**config.mk**
```make
export PLATFORM = sky130hd
export DESIGN_NAME = ready_wait_ctrl
export DESIGN_NICKNAME = d
export VERILOG_FILES = /design/src/ready_wait_pkg.sv /design/src/ready_input_sync.sv /design/src/ready_wait_ctrl.sv
export SDC_FILE = /design/constraint.sdc
export NUM_CORES = 1
export LEC_CHECK = 0
export BUFFER_PORTS_ARGS = -buffer_cell sky130_fd_sc_hd__buf_2
export CORE_UTILIZATION = 54
export CTS_CLUSTER_SIZE = 8
export DETAILED_ROUTE_END_ITERATION = 6
export PLACE_DENSITY_LB_ADDON = 0.12
export SLEW_MARGIN = 10
export SYNTH_ARGS = -nofsm -noshare
export SYNTH_HDL_FRONTEND = slang
export SYNTH_SLANG_ARGS = --single-unit
```
**constraint.sdc**
```tcl
create_clock -name clk -period 5.95 [get_ports clk]
set_input_delay 1.19 -clock clk [delete_from_list [all_inputs] [get_ports clk]]
set_output_delay 1.19 -clock clk [all_outputs]
set_load 0.05 [all_outputs]
```
**src/ready_wait_pkg.sv**
```systemverilog
/*
  Package for the external bus ready wait control block: register offsets,
  field layouts, reset values, cycle phase states and carrier structs.
  Assumes a single 200 MHz clock and a plain strobe register port.
*/
`default_nettype none

package ready_wait_pkg;

  // ****************************************
  // clock and register map
  // ****************************************
  localparam int CLK_PERIOD_NS = 5;          // 200 MHz core clock
  localparam int REG_ADDR_W    = 4;
  localparam logic [3:0] CTRL_OFFSET   = 4'h0;
  localparam logic [3:0] TIMING_OFFSET = 4'h4;
  localparam logic [3:0] STATUS_OFFSET = 4'h8;

  // ****************************************
  // field positions and reset values
  // ****************************************
  localparam int CTRL_W   = 3;
  localparam int TIMING_W = 13;
  localparam int WAIT_W   = 8;
  localparam int STATUS_WAIT_LSB = 8;
  localparam logic [2:0]  CTRL_RESET   = 3'h0;       // ready off, low active, sync
  localparam logic [12:0] TIMING_RESET = 13'h0001;   // one address setup period

  // control register: bit2 ready enable, bit1 active high, bit0 async mode
  typedef struct packed {
    logic readyEn;
    logic activeHigh;
    logic asyncMode;
  } ctrl_t;

  // timing register, all figures in reference clock periods
  typedef struct packed {
    logic [1:0] addrSetup;     // 1..3, a zero reads as one
    logic [1:0] windowExtra;   // 0..3 added on window change
    logic [1:0] cmdDelay;      // 0..3
    logic [4:0] accessM1;      // access phase length minus one (1..32)
    logic [1:0] hold;          // 0..3
  } timing_t;

  // cycle phases
  typedef enum logic [4:0] {
    IDLE   = 5'b00001,
    ADDR   = 5'b00010,
    CMD    = 5'b00100,
    ACCESS = 5'b01000,
    HOLD   = 5'b10000
  } phase_t;

endpackage : ready_wait_pkg

`default_nettype wire

```
**src/ready_input_sync.sv**
```systemverilog
/*
  Three flop pin synchroniser with agreement filter for the ready pin.
  Assumes the pin is asynchronous to clk; the filtered level changes only
  once the second and third flops agree.
*/
`timescale 1ns/1ps
`default_nettype none

module ready_input_sync (
  input  wire logic clk,
  input  wire logic rst_n,
  input  wire logic pin,
  output var  logic level
);

  logic stage1;
  logic stage2;
  logic stage3;

  // ****************************************
  // synchroniser chain
  // ****************************************
  // first flop feeds only the second
  always_ff @(posedge clk) begin
    if (!rst_n) begin
      stage1 <= 1'h0;
      stage2 <= 1'h0;
      stage3 <= 1'h0;
    end else begin
      stage1 <= pin;
      stage2 <= stage1;
      stage3 <= stage2;
    end
  end

  // level follows once second and third agree
  always_ff @(posedge clk) begin
    if (!rst_n) begin
      level <= 1'h0;
    end else if (stage2 == stage3) begin
      level <= stage3;
    end
  end

endmodule : ready_input_sync

`default_nettype wire

```
**src/ready_wait_ctrl.sv**
```systemverilog
/*
  External bus cycle sequencer with ready controlled wait states.
  Assumes a requester on the same clock and an external circuit driving the
  ready pin; the reference clock out is derived from clk by a divider.
*/
// Local design decisions: the register offsets and the address-and-strobe port.
// Behaviour
// - Software picks the ready pin polarity and whether ready ends or stretches each cycle.
// - Asynchronous mode adds a sync stage so each ready cycle gets at least one wait state.
// - The first ready sample point follows from the programmed phase lengths.
// - Ready seen inactive at a sample point inserts one wait state and samples again.
// - Ready seen active at a sample point ends the running cycle.
// - Asynchronous sampling happens one reference period before the decision point.
// - Mandatory access phase periods run out before ready is first evaluated.
// - Read data are captured on the edge that raises the read strobe.
// - Address setup lasts one or two periods and grows when the window changes; the code also gives three for a setup field of 3.
`timescale 1ns/1ps
`default_nettype none

module ready_wait_ctrl #(
  parameter int ADDR_W      = 24,
  parameter int DATA_W      = 16,
  parameter int WIN_W       = 3,
  parameter int CLK_PER_TCS = 2
) (
  input  wire logic                                 clk,
  input  wire logic                                 rst_n,
  input  wire logic [ready_wait_pkg::REG_ADDR_W-1:0] regAddr,
  input  wire logic [31:0]                          regWdata,
  input  wire logic                                 regWrite,
  input  wire logic                                 regRead,
  output var  logic [31:0]                          regRdata,
  input  wire logic                                 reqValid,
  input  wire logic                                 reqWrite,
  input  wire logic [ADDR_W-1:0]                    reqAddr,
  input  wire logic [DATA_W-1:0]                    reqWdata,
  input  wire logic [WIN_W-1:0]                     reqWindow,
  output var  logic                                 reqReady,
  output var  logic                                 cycleDone,
  output var  logic [DATA_W-1:0]                    readData,
  output var  logic                                 busRefClk,
  output var  logic [ADDR_W-1:0]                    busAddr,
  output var  logic                                 busReadN,
  output var  logic                                 busWriteN,
  output var  logic [DATA_W-1:0]                    busDataOut,
  output var  logic                                 busDataOe,
  input  wire logic [DATA_W-1:0]                    busDataIn,
  input  wire logic                                 readyPin
);

  localparam int DIV_W = $clog2(CLK_PER_TCS + 1);
  localparam logic [DIV_W-1:0] DIV_LAST = DIV_W'(CLK_PER_TCS - 1);
  localparam logic [DIV_W-1:0] DIV_HALF = DIV_W'(CLK_PER_TCS / 2);

  ready_wait_pkg::ctrl_t       ctrl;
  ready_wait_pkg::timing_t     timing;
  ready_wait_pkg::phase_t      phase;
  logic [DIV_W-1:0]            divCnt;
  logic                        tick;
  logic [5:0]                  phaseCnt;
  logic                        readyLevel;
  logic                        rdyNow;
  logic                        asyncStage;
  logic                        rdyGo;
  logic                        evalPoint;
  logic                        accessEnd;
  logic                        curWrite;
  logic [WIN_W-1:0]            lastWindow;
  logic                        windowValid;
  logic [5:0]                  addrLen;
  logic [ready_wait_pkg::WAIT_W-1:0] waitCnt;
  logic [ready_wait_pkg::WAIT_W-1:0] lastWaits;
  logic                        accept;

  // ****************************************
  // reference clock divider
  // ****************************************
  // tick marks the clk edge that raises the reference clock
  assign tick = (divCnt == DIV_LAST);

  always_ff @(posedge clk) begin
    if (!rst_n) begin
      divCnt    <= '0;
      busRefClk <= 1'h0;
    end else begin
      divCnt    <= tick ? '0 : divCnt + DIV_W'(1);
      busRefClk <= tick || ((divCnt + DIV_W'(1)) < DIV_HALF);
    end
  end

  // ****************************************
  // ready input path
  // ****************************************
  ready_input_sync u_ready_sync (
    .clk   (clk),
    .rst_n (rst_n),
    .pin   (readyPin),
    .level (readyLevel)
  );

  assign rdyNow = readyLevel ^ ~ctrl.activeHigh;

  always_ff @(posedge clk) begin
    if (!rst_n) begin
      asyncStage <= 1'h0;
    end else if (tick) begin
      asyncStage <= rdyNow;
    end
  end

  assign rdyGo = ctrl.asyncMode ? (asyncStage && waitCnt != '0) : rdyNow;

  assign evalPoint = tick && phase == ready_wait_pkg::ACCESS && phaseCnt == '0;
  assign accessEnd = evalPoint && (!ctrl.readyEn || rdyGo);
  assign accept    = reqValid && reqReady && tick;

  // setup length with window change extension
  always_comb begin
    addrLen = (timing.addrSetup == 2'h0) ? 6'h01 : {4'h0, timing.addrSetup};
    if (windowValid && reqWindow != lastWindow) begin
      addrLen = addrLen + {4'h0, timing.windowExtra};
    end
  end

  // ****************************************
  // phase sequencer
  // ****************************************
  // phase lengths place the first sample point
  always_ff @(posedge clk) begin
    if (!rst_n) begin
      phase    <= ready_wait_pkg::IDLE;
      phaseCnt <= '0;
    end else if (tick) begin
      unique case (phase)
        ready_wait_pkg::IDLE: begin
          if (accept) begin
            phase    <= ready_wait_pkg::ADDR;
            phaseCnt <= addrLen - 6'h01;
          end
        end
        ready_wait_pkg::ADDR: begin
          if (phaseCnt != '0) begin
            phaseCnt <= phaseCnt - 6'h01;
          end else if (timing.cmdDelay != 2'h0) begin
            phase    <= ready_wait_pkg::CMD;
            phaseCnt <= {4'h0, timing.cmdDelay} - 6'h01;
          end else begin
            phase    <= ready_wait_pkg::ACCESS;
            phaseCnt <= {1'h0, timing.accessM1};
          end
        end
        ready_wait_pkg::CMD: begin
          if (phaseCnt != '0) begin
            phaseCnt <= phaseCnt - 6'h01;
          end else begin
            phase    <= ready_wait_pkg::ACCESS;
            phaseCnt <= {1'h0, timing.accessM1};
          end
        end
        ready_wait_pkg::ACCESS: begin
          if (phaseCnt != '0) begin
            phaseCnt <= phaseCnt - 6'h01;
          end else if (accessEnd && timing.hold != 2'h0) begin
            phase    <= ready_wait_pkg::HOLD;
            phaseCnt <= {4'h0, timing.hold} - 6'h01;
          end else if (accessEnd) begin
            phase    <= ready_wait_pkg::IDLE;
          end
        end
        ready_wait_pkg::HOLD: begin
          if (phaseCnt != '0) begin
            phaseCnt <= phaseCnt - 6'h01;
          end else begin
            phase    <= ready_wait_pkg::IDLE;
          end
        end
      endcase
    end
  end

  // inactive ready adds one wait state
  always_ff @(posedge clk) begin
    if (!rst_n) begin
      waitCnt   <= '0;
      lastWaits <= '0;
    end else if (accept) begin
      waitCnt <= '0;
    end else if (accessEnd) begin
      lastWaits <= waitCnt;
    end else if (evalPoint && waitCnt != '1) begin
      waitCnt <= waitCnt + 8'h01;
    end
  end

  // ****************************************
  // bus pins and requester answer
  // ****************************************
  // request latch and window memory
  always_ff @(posedge clk) begin
    if (!rst_n) begin
      curWrite    <= 1'h0;
      busAddr     <= '0;
      busDataOut  <= '0;
      lastWindow  <= '0;
      windowValid <= 1'h0;
    end else if (accept) begin
      curWrite    <= reqWrite;
      busAddr     <= reqAddr;
      busDataOut  <= reqWdata;
      lastWindow  <= reqWindow;
      windowValid <= 1'h1;
    end
  end

  // strobes, data enable, done pulse and read capture
  always_ff @(posedge clk) begin
    if (!rst_n) begin
      busReadN  <= 1'h1;
      busWriteN <= 1'h1;
      busDataOe <= 1'h0;
      cycleDone <= 1'h0;
      readData  <= '0;
      reqReady  <= 1'h0;
    end else begin
      cycleDone <= accessEnd;
      reqReady  <= (phase == ready_wait_pkg::IDLE) && !accept;
      if (accept) begin
        busDataOe <= reqWrite;
      end else if (tick && phase == ready_wait_pkg::HOLD && phaseCnt == '0) begin
        busDataOe <= 1'h0;
      end else if (accessEnd && timing.hold == 2'h0) begin
        busDataOe <= 1'h0;
      end
      if (tick && phase != ready_wait_pkg::ACCESS && phaseCnt == '0 &&
          (phase == ready_wait_pkg::CMD ||
           (phase == ready_wait_pkg::ADDR && timing.cmdDelay == 2'h0))) begin
        busReadN  <= curWrite;
        busWriteN <= !curWrite;
      end else if (accessEnd) begin
        busReadN  <= 1'h1;
        busWriteN <= 1'h1;
      end
      if (accessEnd && !curWrite) begin
        readData <= busDataIn;
      end
    end
  end

  // ****************************************
  // register port
  // ****************************************
  // control and timing writes
  always_ff @(posedge clk) begin
    if (!rst_n) begin
      ctrl   <= ready_wait_pkg::CTRL_RESET;
      timing <= ready_wait_pkg::TIMING_RESET;
    end else if (regWrite && regAddr == ready_wait_pkg::CTRL_OFFSET) begin
      ctrl <= regWdata[ready_wait_pkg::CTRL_W-1:0];
    end else if (regWrite && regAddr == ready_wait_pkg::TIMING_OFFSET) begin
      timing <= regWdata[ready_wait_pkg::TIMING_W-1:0];
    end
  end

  // read data one cycle after the strobe, zero elsewhere
  always_ff @(posedge clk) begin
    if (!rst_n) begin
      regRdata <= '0;
    end else if (regRead) begin
      unique case (regAddr)
        ready_wait_pkg::CTRL_OFFSET:   regRdata <= {29'h0, ctrl};
        ready_wait_pkg::TIMING_OFFSET: regRdata <= {19'h0, timing};
        ready_wait_pkg::STATUS_OFFSET: regRdata <= {16'h0, lastWaits, 6'h0, rdyNow,
                                                    phase != ready_wait_pkg::IDLE};
        default:                       regRdata <= '0;
      endcase
    end else begin
      regRdata <= '0;
    end
  end

  // ****************************************
  // checks
  // ****************************************
  logic [5:0] accTicks;
  logic [5:0] addrTicks;
  logic [5:0] addrExpect;
  logic       tickSeen;

  // helper counters of periods spent in access and address phases
  always_ff @(posedge clk) begin
    if (!rst_n) begin
      accTicks   <= '0;
      addrTicks  <= '0;
      addrExpect <= '0;
      tickSeen   <= 1'h0;
    end else begin
      tickSeen <= tick;
      if (accept) begin
        addrExpect <= addrLen;
        addrTicks  <= '0;
      end else if (tick && phase == ready_wait_pkg::ADDR) begin
        addrTicks <= addrTicks + 6'h01;
      end
      if (phase != ready_wait_pkg::ACCESS) begin
        accTicks <= '0;
      end else if (tick && accTicks != '1) begin
        accTicks <= accTicks + 6'h01;
      end
    end
  end

  polarity_map_a: assert property (@(posedge clk) disable iff (!rst_n)
    rdyNow == (ctrl.activeHigh ? readyLevel : !readyLevel))
    else $error("ready polarity not applied");

  async_min_wait_a: assert property (@(posedge clk) disable iff (!rst_n)
    accessEnd && ctrl.readyEn && ctrl.asyncMode |=> lastWaits != '0)
    else $error("async ready cycle ended without a wait state");

  sample_point_a: assert property (@(posedge clk) disable iff (!rst_n)
    $rose(phase == ready_wait_pkg::ACCESS) |-> phaseCnt == {1'h0, timing.accessM1})
    else $error("first sample point not from access length");

  wait_inserted_a: assert property (@(posedge clk) disable iff (!rst_n)
    evalPoint && ctrl.readyEn && !rdyGo |=> phase == ready_wait_pkg::ACCESS && !tick
      ##(CLK_PER_TCS - 1) evalPoint)
    else $error("inactive ready did not add one wait state");

  ready_ends_a: assert property (@(posedge clk) disable iff (!rst_n)
    evalPoint && rdyGo |=> phase != ready_wait_pkg::ACCESS && busReadN && busWriteN && cycleDone)
    else $error("active ready did not end the cycle");

  async_early_a: assert property (@(posedge clk) disable iff (!rst_n)
    tick |=> asyncStage == $past(rdyNow))
    else $error("async stage not sampled at the earlier edge");

  // only the first evaluation of a cycle follows the mandatory periods directly
  mandatory_first_a: assert property (@(posedge clk) disable iff (!rst_n)
    evalPoint && waitCnt == '0 |-> accTicks == {1'h0, timing.accessM1})
    else $error("ready evaluated before mandatory periods ran out");

  read_capture_a: assert property (@(posedge clk) disable iff (!rst_n)
    accessEnd && !curWrite |=> readData == $past(busDataIn) && $rose(busReadN))
    else $error("read data not captured on strobe rise");

  addr_setup_a: assert property (@(posedge clk) disable iff (!rst_n)
    $fell(phase == ready_wait_pkg::ADDR) |-> addrTicks == addrExpect)
    else $error("address setup length wrong");

  rising_sample_a: assert property (@(posedge clk) disable iff (!rst_n)
    evalPoint |=> busRefClk && tickSeen)
    else $error("ready not sampled on reference clock rise");

endmodule : ready_wait_ctrl

`default_nettype wire

```
======== Word level (Yosys, flattened, before mapping) ========
Index checks and enable logic that the tools add are counted.
Widths: inputs -> output; s select.
word-level totals
  register bits ........................... 149
  input bits .............................. 102
  output and inout bits ................... 94
  word-level logic and storage cells ...... 138
operators by class
  add/sub/neg operators ................... 7
  $lt $le $gt $ge ......................... 1
  equal/unequal tests ..................... 21
  mux-type cells .......................... 27
  bitwise gates (word level) .............. 6
  reductions and logical operators ........ 45
operators with widths
  cell                 number
  $pmux 16 s3          1
  $mux 6               7
  $mux 5               7
  $pmux 6 s5           1
  $pmux 5 s5           1
  $logic_and 1x1->1    20
  $ne 2x2->1 const B   6
  $sub 6x1->6 const B  2
  $add 8x1->8 const B  1
  $ne 8x8->1 const B   1
  $reduce_and 2->1     4
  $reduce_bool 8->1    1
  $mux 1               7
  $reduce_and 7->1     1
  $logic_not 2->1      3
  $logic_not 6->1      1
  $reduce_bool 2->1    3
  $reduce_bool 6->1    1
  $sub 2x1->3 const B  2
  $eq 5x1->1 const B   1
  $eq 5x2->1 const B   1
  $eq 5x3->1 const B   1
  $eq 5x4->1 const B   1
  $eq 5x5->1 const B   1
  other kinds (23)     32

======== Longest topological paths before layout ========
  depth in word-level cells ............... 9
  mapped depth ............................ 11
  mapped depth without buffers ............ 9

======== Cells and area by module ========
A second synthesis with hierarchy kept.
second synthesis, totals
  cell total of the unflattened synthesis .. 681
  area total of the unflattened synthesis .. 5591.6 um^2
modules (own cells, without submodules)
  module            times used  cells each  area each (um^2)  seq. area each (um^2)
  ready_wait_ctrl   1           671         5475.3            2582.5
  ready_input_sync  1           10          116.4             80.1

======== Worst setup path before layout ========
OpenSTA, ideal clock, no wires.
  path kind ............................... input -> register
  from .................................... input reqWindow[2]
  to ...................................... register phaseCnt[2]
  setup time .............................. 0.075 ns
  data arrival time ....................... 2.683 ns
  required time ........................... 5.875 ns
  path slack .............................. 3.192 ns
  stages on the path ...................... 8
  buffers on the path ..................... 0
  cell sequence ........................... xor2_1 o31ai_1 mux2i_1 ha_1 ha_1 nand3_1 nand3_1 o22ai_1
on the way
  longest elaborated chain between the ends .. 6
ends and longest elaborated chain
  element               line                    RTL
  from (decl)           ready_wait_ctrl.sv:37   input wire logic [WIN_W-1:0] reqWindow,
  $ne 3x3->1            ready_wait_ctrl.sv:120  if (windowValid && reqWindow != lastWindow) begin
  $logic_and 1x1->1     ready_wait_ctrl.sv:120
  $mux 3                ready_wait_ctrl.sv:120
  $sub 6x1->6           ready_wait_ctrl.sv:138  phaseCnt <= addrLen - 6'h01;
  $mux 6                ready_wait_ctrl.sv:136  if (accept) begin
  $pmux 6 s5            ready_wait_ctrl.sv:134  unique case (phase)
  to (signal assigned)  ready_wait_ctrl.sv:138
  to (signal assigned)  ready_wait_ctrl.sv:143  phaseCnt <= phaseCnt - 6'h01;
  to (signal assigned)  ready_wait_ctrl.sv:146  phaseCnt <= {4'h0, timing.cmdDelay} - 6'h01;
  to (decl)             ready_wait_ctrl.sv:60   logic [5:0] phaseCnt;
No other way between the ends. The select of a mux whose other input is x is not followed.
A chain may end at the register's enable or synchronous reset.

======== Final worst setup path ========
  from .................................... register phaseCnt[0]
  to ...................................... register readData[11]
on the way
  longest elaborated chain between the ends .. 4
ends and longest elaborated chain
  element               line                    RTL
  $logic_not 6->1       ready_wait_ctrl.sv:113  assign evalPoint = tick && phase == ready_wait_pkg::ACCESS && phaseCnt == '0;
  $logic_and 1x1->1     ready_wait_ctrl.sv:113
  $logic_and 1x1->1     ready_wait_ctrl.sv:114  assign accessEnd = evalPoint && (!ctrl.readyEn || rdyGo);
  $logic_and 1x1->1     ready_wait_ctrl.sv:243  if (accessEnd && !curWrite) begin
  to (signal assigned)  ready_wait_ctrl.sv:244  readData <= busDataIn;
  to (decl)             ready_wait_ctrl.sv:40   output var logic [DATA_W-1:0] readData,
No other way between the ends.

==> impl_metrics.env <==
export IMPL_synthFlopType="dfxtp_1"
export IMPL_dr_first_iter_drc_count=251
export IMPL_hpwl_um=10100
export IMPL_worst_ep_required_time_ps=6350
export IMPL_finalCoreUtilization=0.693
export IMPL_drt_pass1_iterations=5
export IMPL_antenna_found_initial=1
export IMPL_fmax_mhz=353
export IMPL_cp_max_fo=16
export IMPL_yosys_top_cells_area="dfxtp_1, nand2_1, a21boi_0, buf_4, ha_1"
export IMPL_vias=5131
export IMPL_endpoint_kind="flop"
export IMPL_numCtsBuffers=17
export IMPL_fp_coreArea_um2=10500
export IMPL_synth_cell_types=66
export IMPL_yosys_warnings=0
export IMPL_die_w_um=106
export IMPL_placed_area_um2=6660
export IMPL_regArea_um2=2660
export IMPL_powerDensity_nw_per_um2=302
export IMPL_diodes=0
export IMPL_maxCapViolCount=0
export IMPL_ant_nets=0
export IMPL_grt_pass1_vias=4833
export IMPL_async_flop_share=0
export IMPL_h_tree_depth=4
export IMPL_grt_usage=0.252
export IMPL_clk_pin_slew_ps=60
export IMPL_path_class="flop to flop"
export IMPL_leakagePower_uw=0.00304
export IMPL_fin_crit_ps=2830
export IMPL_outcome="complete, no violations"
export IMPL_die_h_um=106
export IMPL_worst_hold_path_type="flop to flop"
export IMPL_grt_first_pass_wirelength_um=22700
export IMPL_gp_congestion=0.865
export IMPL_die_area_um2=11300
export IMPL_min_period_over_period=0.476
export IMPL_grt_ovfl_total=0
export IMPL_cts_tree="done"
export IMPL_place_ws_ps=2610
export IMPL_cts_resized=0
export IMPL_io_buffer_count=160
export IMPL_drive_gt1_frac=0.256
export IMPL_peakVddDrop_mv=0.203
export IMPL_insertion_delay_ps=510
export IMPL_setup_viol=0
export IMPL_multi_input_area_um2=2940
export IMPL_slew_limit_headroom=0.356
export IMPL_cts_setup_buffers=0
export IMPL_cts_sinks=133
export IMPL_synth_edf_count=0
export IMPL_final_cell_area_um2=7250
export IMPL_rsz0062_at_grt="false"
export IMPL_setup_tns_ps=0
export IMPL_wl_um=14100
export IMPL_arrival_ps=3230
export IMPL_layout_setup_ws_ps=3120
export IMPL_slew_viol_final=0
export IMPL_rows=37
export IMPL_postSynthAreaPerCell_um2=8.68
export IMPL_synth_seq_area_share=0.452
export IMPL_synth_area_um2=5890
export IMPL_cts_root_buf="clkbuf_8"
export IMPL_yosys_area_top_type="dfxtp_1"
export IMPL_worstSetupStartpointType="flop"
export IMPL_synth_cells=679
export IMPL_wl_per_cell_um=14.5
export IMPL_power_uw=2190
export IMPL_drc=0
export IMPL_finClkSkew_ps=11.1
export IMPL_ys_ff_latch=133
export IMPL_worst_pin_slew_ps=957
export IMPL_viasPerCell=5.27
export IMPL_ctsHoldBuffers=0
export IMPL_synth_top_cell_area_share=0.452
export IMPL_cts_path_max_buffers=2
export IMPL_grt_max_degree=49
export IMPL_filler_cell_count=895
export IMPL_start_util=0.563
export IMPL_nNetsFinal=938
export IMPL_area_growth_pct=23.1
export IMPL_io_pins=196
export IMPL_hold_viol=0
## worst paths after layout
check,end,slack [ps],startpoint,depth (start not counted)
min,u_ready_sync.stage2,440,u_ready_sync.stage1,1
max,readData[11],3120,phaseCnt[0],8
max reg2reg,readData[11],3120,phaseCnt[0],8
min reg2reg,u_ready_sync.stage2,440,u_ready_sync.stage1,1
## flip-flops by register name (all words and copies together), names as in the netlist, 2 cells and up
register    flops
regRdata       16
ctrl            3
timing         13
busAddr        24
lastWindow      3
readData       16
divCnt          2
waitCnt         8
phase           5
phaseCnt        6
lastWaits       8
busDataOut     16
## Yosys cell counts, types with 3 or more instances
| library cell | number |
|---|---|
| a22oi_1 | 7 |
| o211ai_1 | 3 |
| o31ai_1 | 3 |
| clkbuf_1 | 21 |
| ha_1 | 10 |
| buf_2 | 5 |
| o21ai_0 | 9 |
| nand4_1 | 6 |
| inv_1 | 13 |
| nor3_1 | 4 |
| o21ai_1 | 4 |
| nand2_1 | 174 |
| dfxtp_1 | 133 |
| a21boi_0 | 73 |
| nor2_1 | 33 |
| a21boi_1 | 11 |
| nor2b_1 | 6 |
| a21oi_1 | 13 |
| xor2_1 | 13 |
| buf_1 | 4 |
| nand2b_1 | 5 |
| mux2i_1 | 6 |
| and2_1 | 18 |
| and3_1 | 10 |
| buf_4 | 22 |
| nand3_1 | 18 |
| xnor2_1 | 3 |
| o22ai_1 | 6 |
## logic make-up (layout without fill, tap and decap cells)
family                   after synthesis  in the layout  synth area share
AO/OA/AOI/OAI                        150            150             0.191
XOR/XNOR                              16             16            0.0238
adder cells (fa/ha/maj)               11             11            0.0246
buffers and inverters                 66            209            0.0584
flip-flops                           133            133             0.452
multiplexers                           6              6            0.0102
other                                  1             16          0.000637
AND/OR/NAND/NOR                      296            296             0.239
## power breakdown
group          internal, uW  total (uW)  switching (uW)  leakage (uW)
clock network           642        1050             407      0.000278
logic                  66.8         216             149       0.00168
registers               912         928            16.2       0.00107
## critical path: stages, from the launching register on
cell,delay [ps]
dfxtp_1,340
inv_1,110
ha_1,190
nor3b_4,340
and2_1,450
o2111a_1,560
nand2b_1,460
nand2_1,200
a21boi_1,80
## cell usage in the layout (no fill, tap or decap), types with 4 or more instances in the layout
cell type	count
o21ai_1	4
buf_4	5
a21boi_1	11
nand2b_1	5
clkbuf_16	16
nor2_1	33
a21boi_0	73
and3_1	10
a21oi_1	13
nand2_1	174
conb_1	16
nand4_1	6
nor3_1	4
o21ai_0	9
xor2_1	13
o22ai_1	6
clkinv_4	4
dfxtp_1	133
a22oi_1	7
nand3_1	18
and2_1	18
inv_1	13
mux2i_1	6
nor2b_1	6
ha_1	10
buf_2	160
## stage by stage
step                      hold slack [ps]  cells
after global routing                  476    973
after detailed placement              422    942
final                                 437    973
after floorplan                       412    694
after CTS                             442    973
after global placement                425    942
## area by class of cell
class                   instances  area share
clock inverters                13      0.0240
flip-flops and latches        133       0.367
well taps                     136      0.0235
repair buffers                165       0.116
clock buffers                  18      0.0576
multi-input cells             495       0.405
inverters                      13     0.00673
## per-layer routing
| metal | GRT usage | vias to the layer above | share of wire | routed length, um |
|---|---|---|---|---|
| met4 | 0.0841 | 0 | 0.020 | 282 |
| met1 | 0.289 | 2385 | 0.41 | 5720 |
| met3 | 0.0852 | 21 | 0.067 | 947 |
| li1 | - | 2560 | - | - |
| met5 | 0 | - | 0 | 0 |
| met2 | 0.439 | 165 | 0.51 | 7110 |
(Power assumes the default switching activity.)
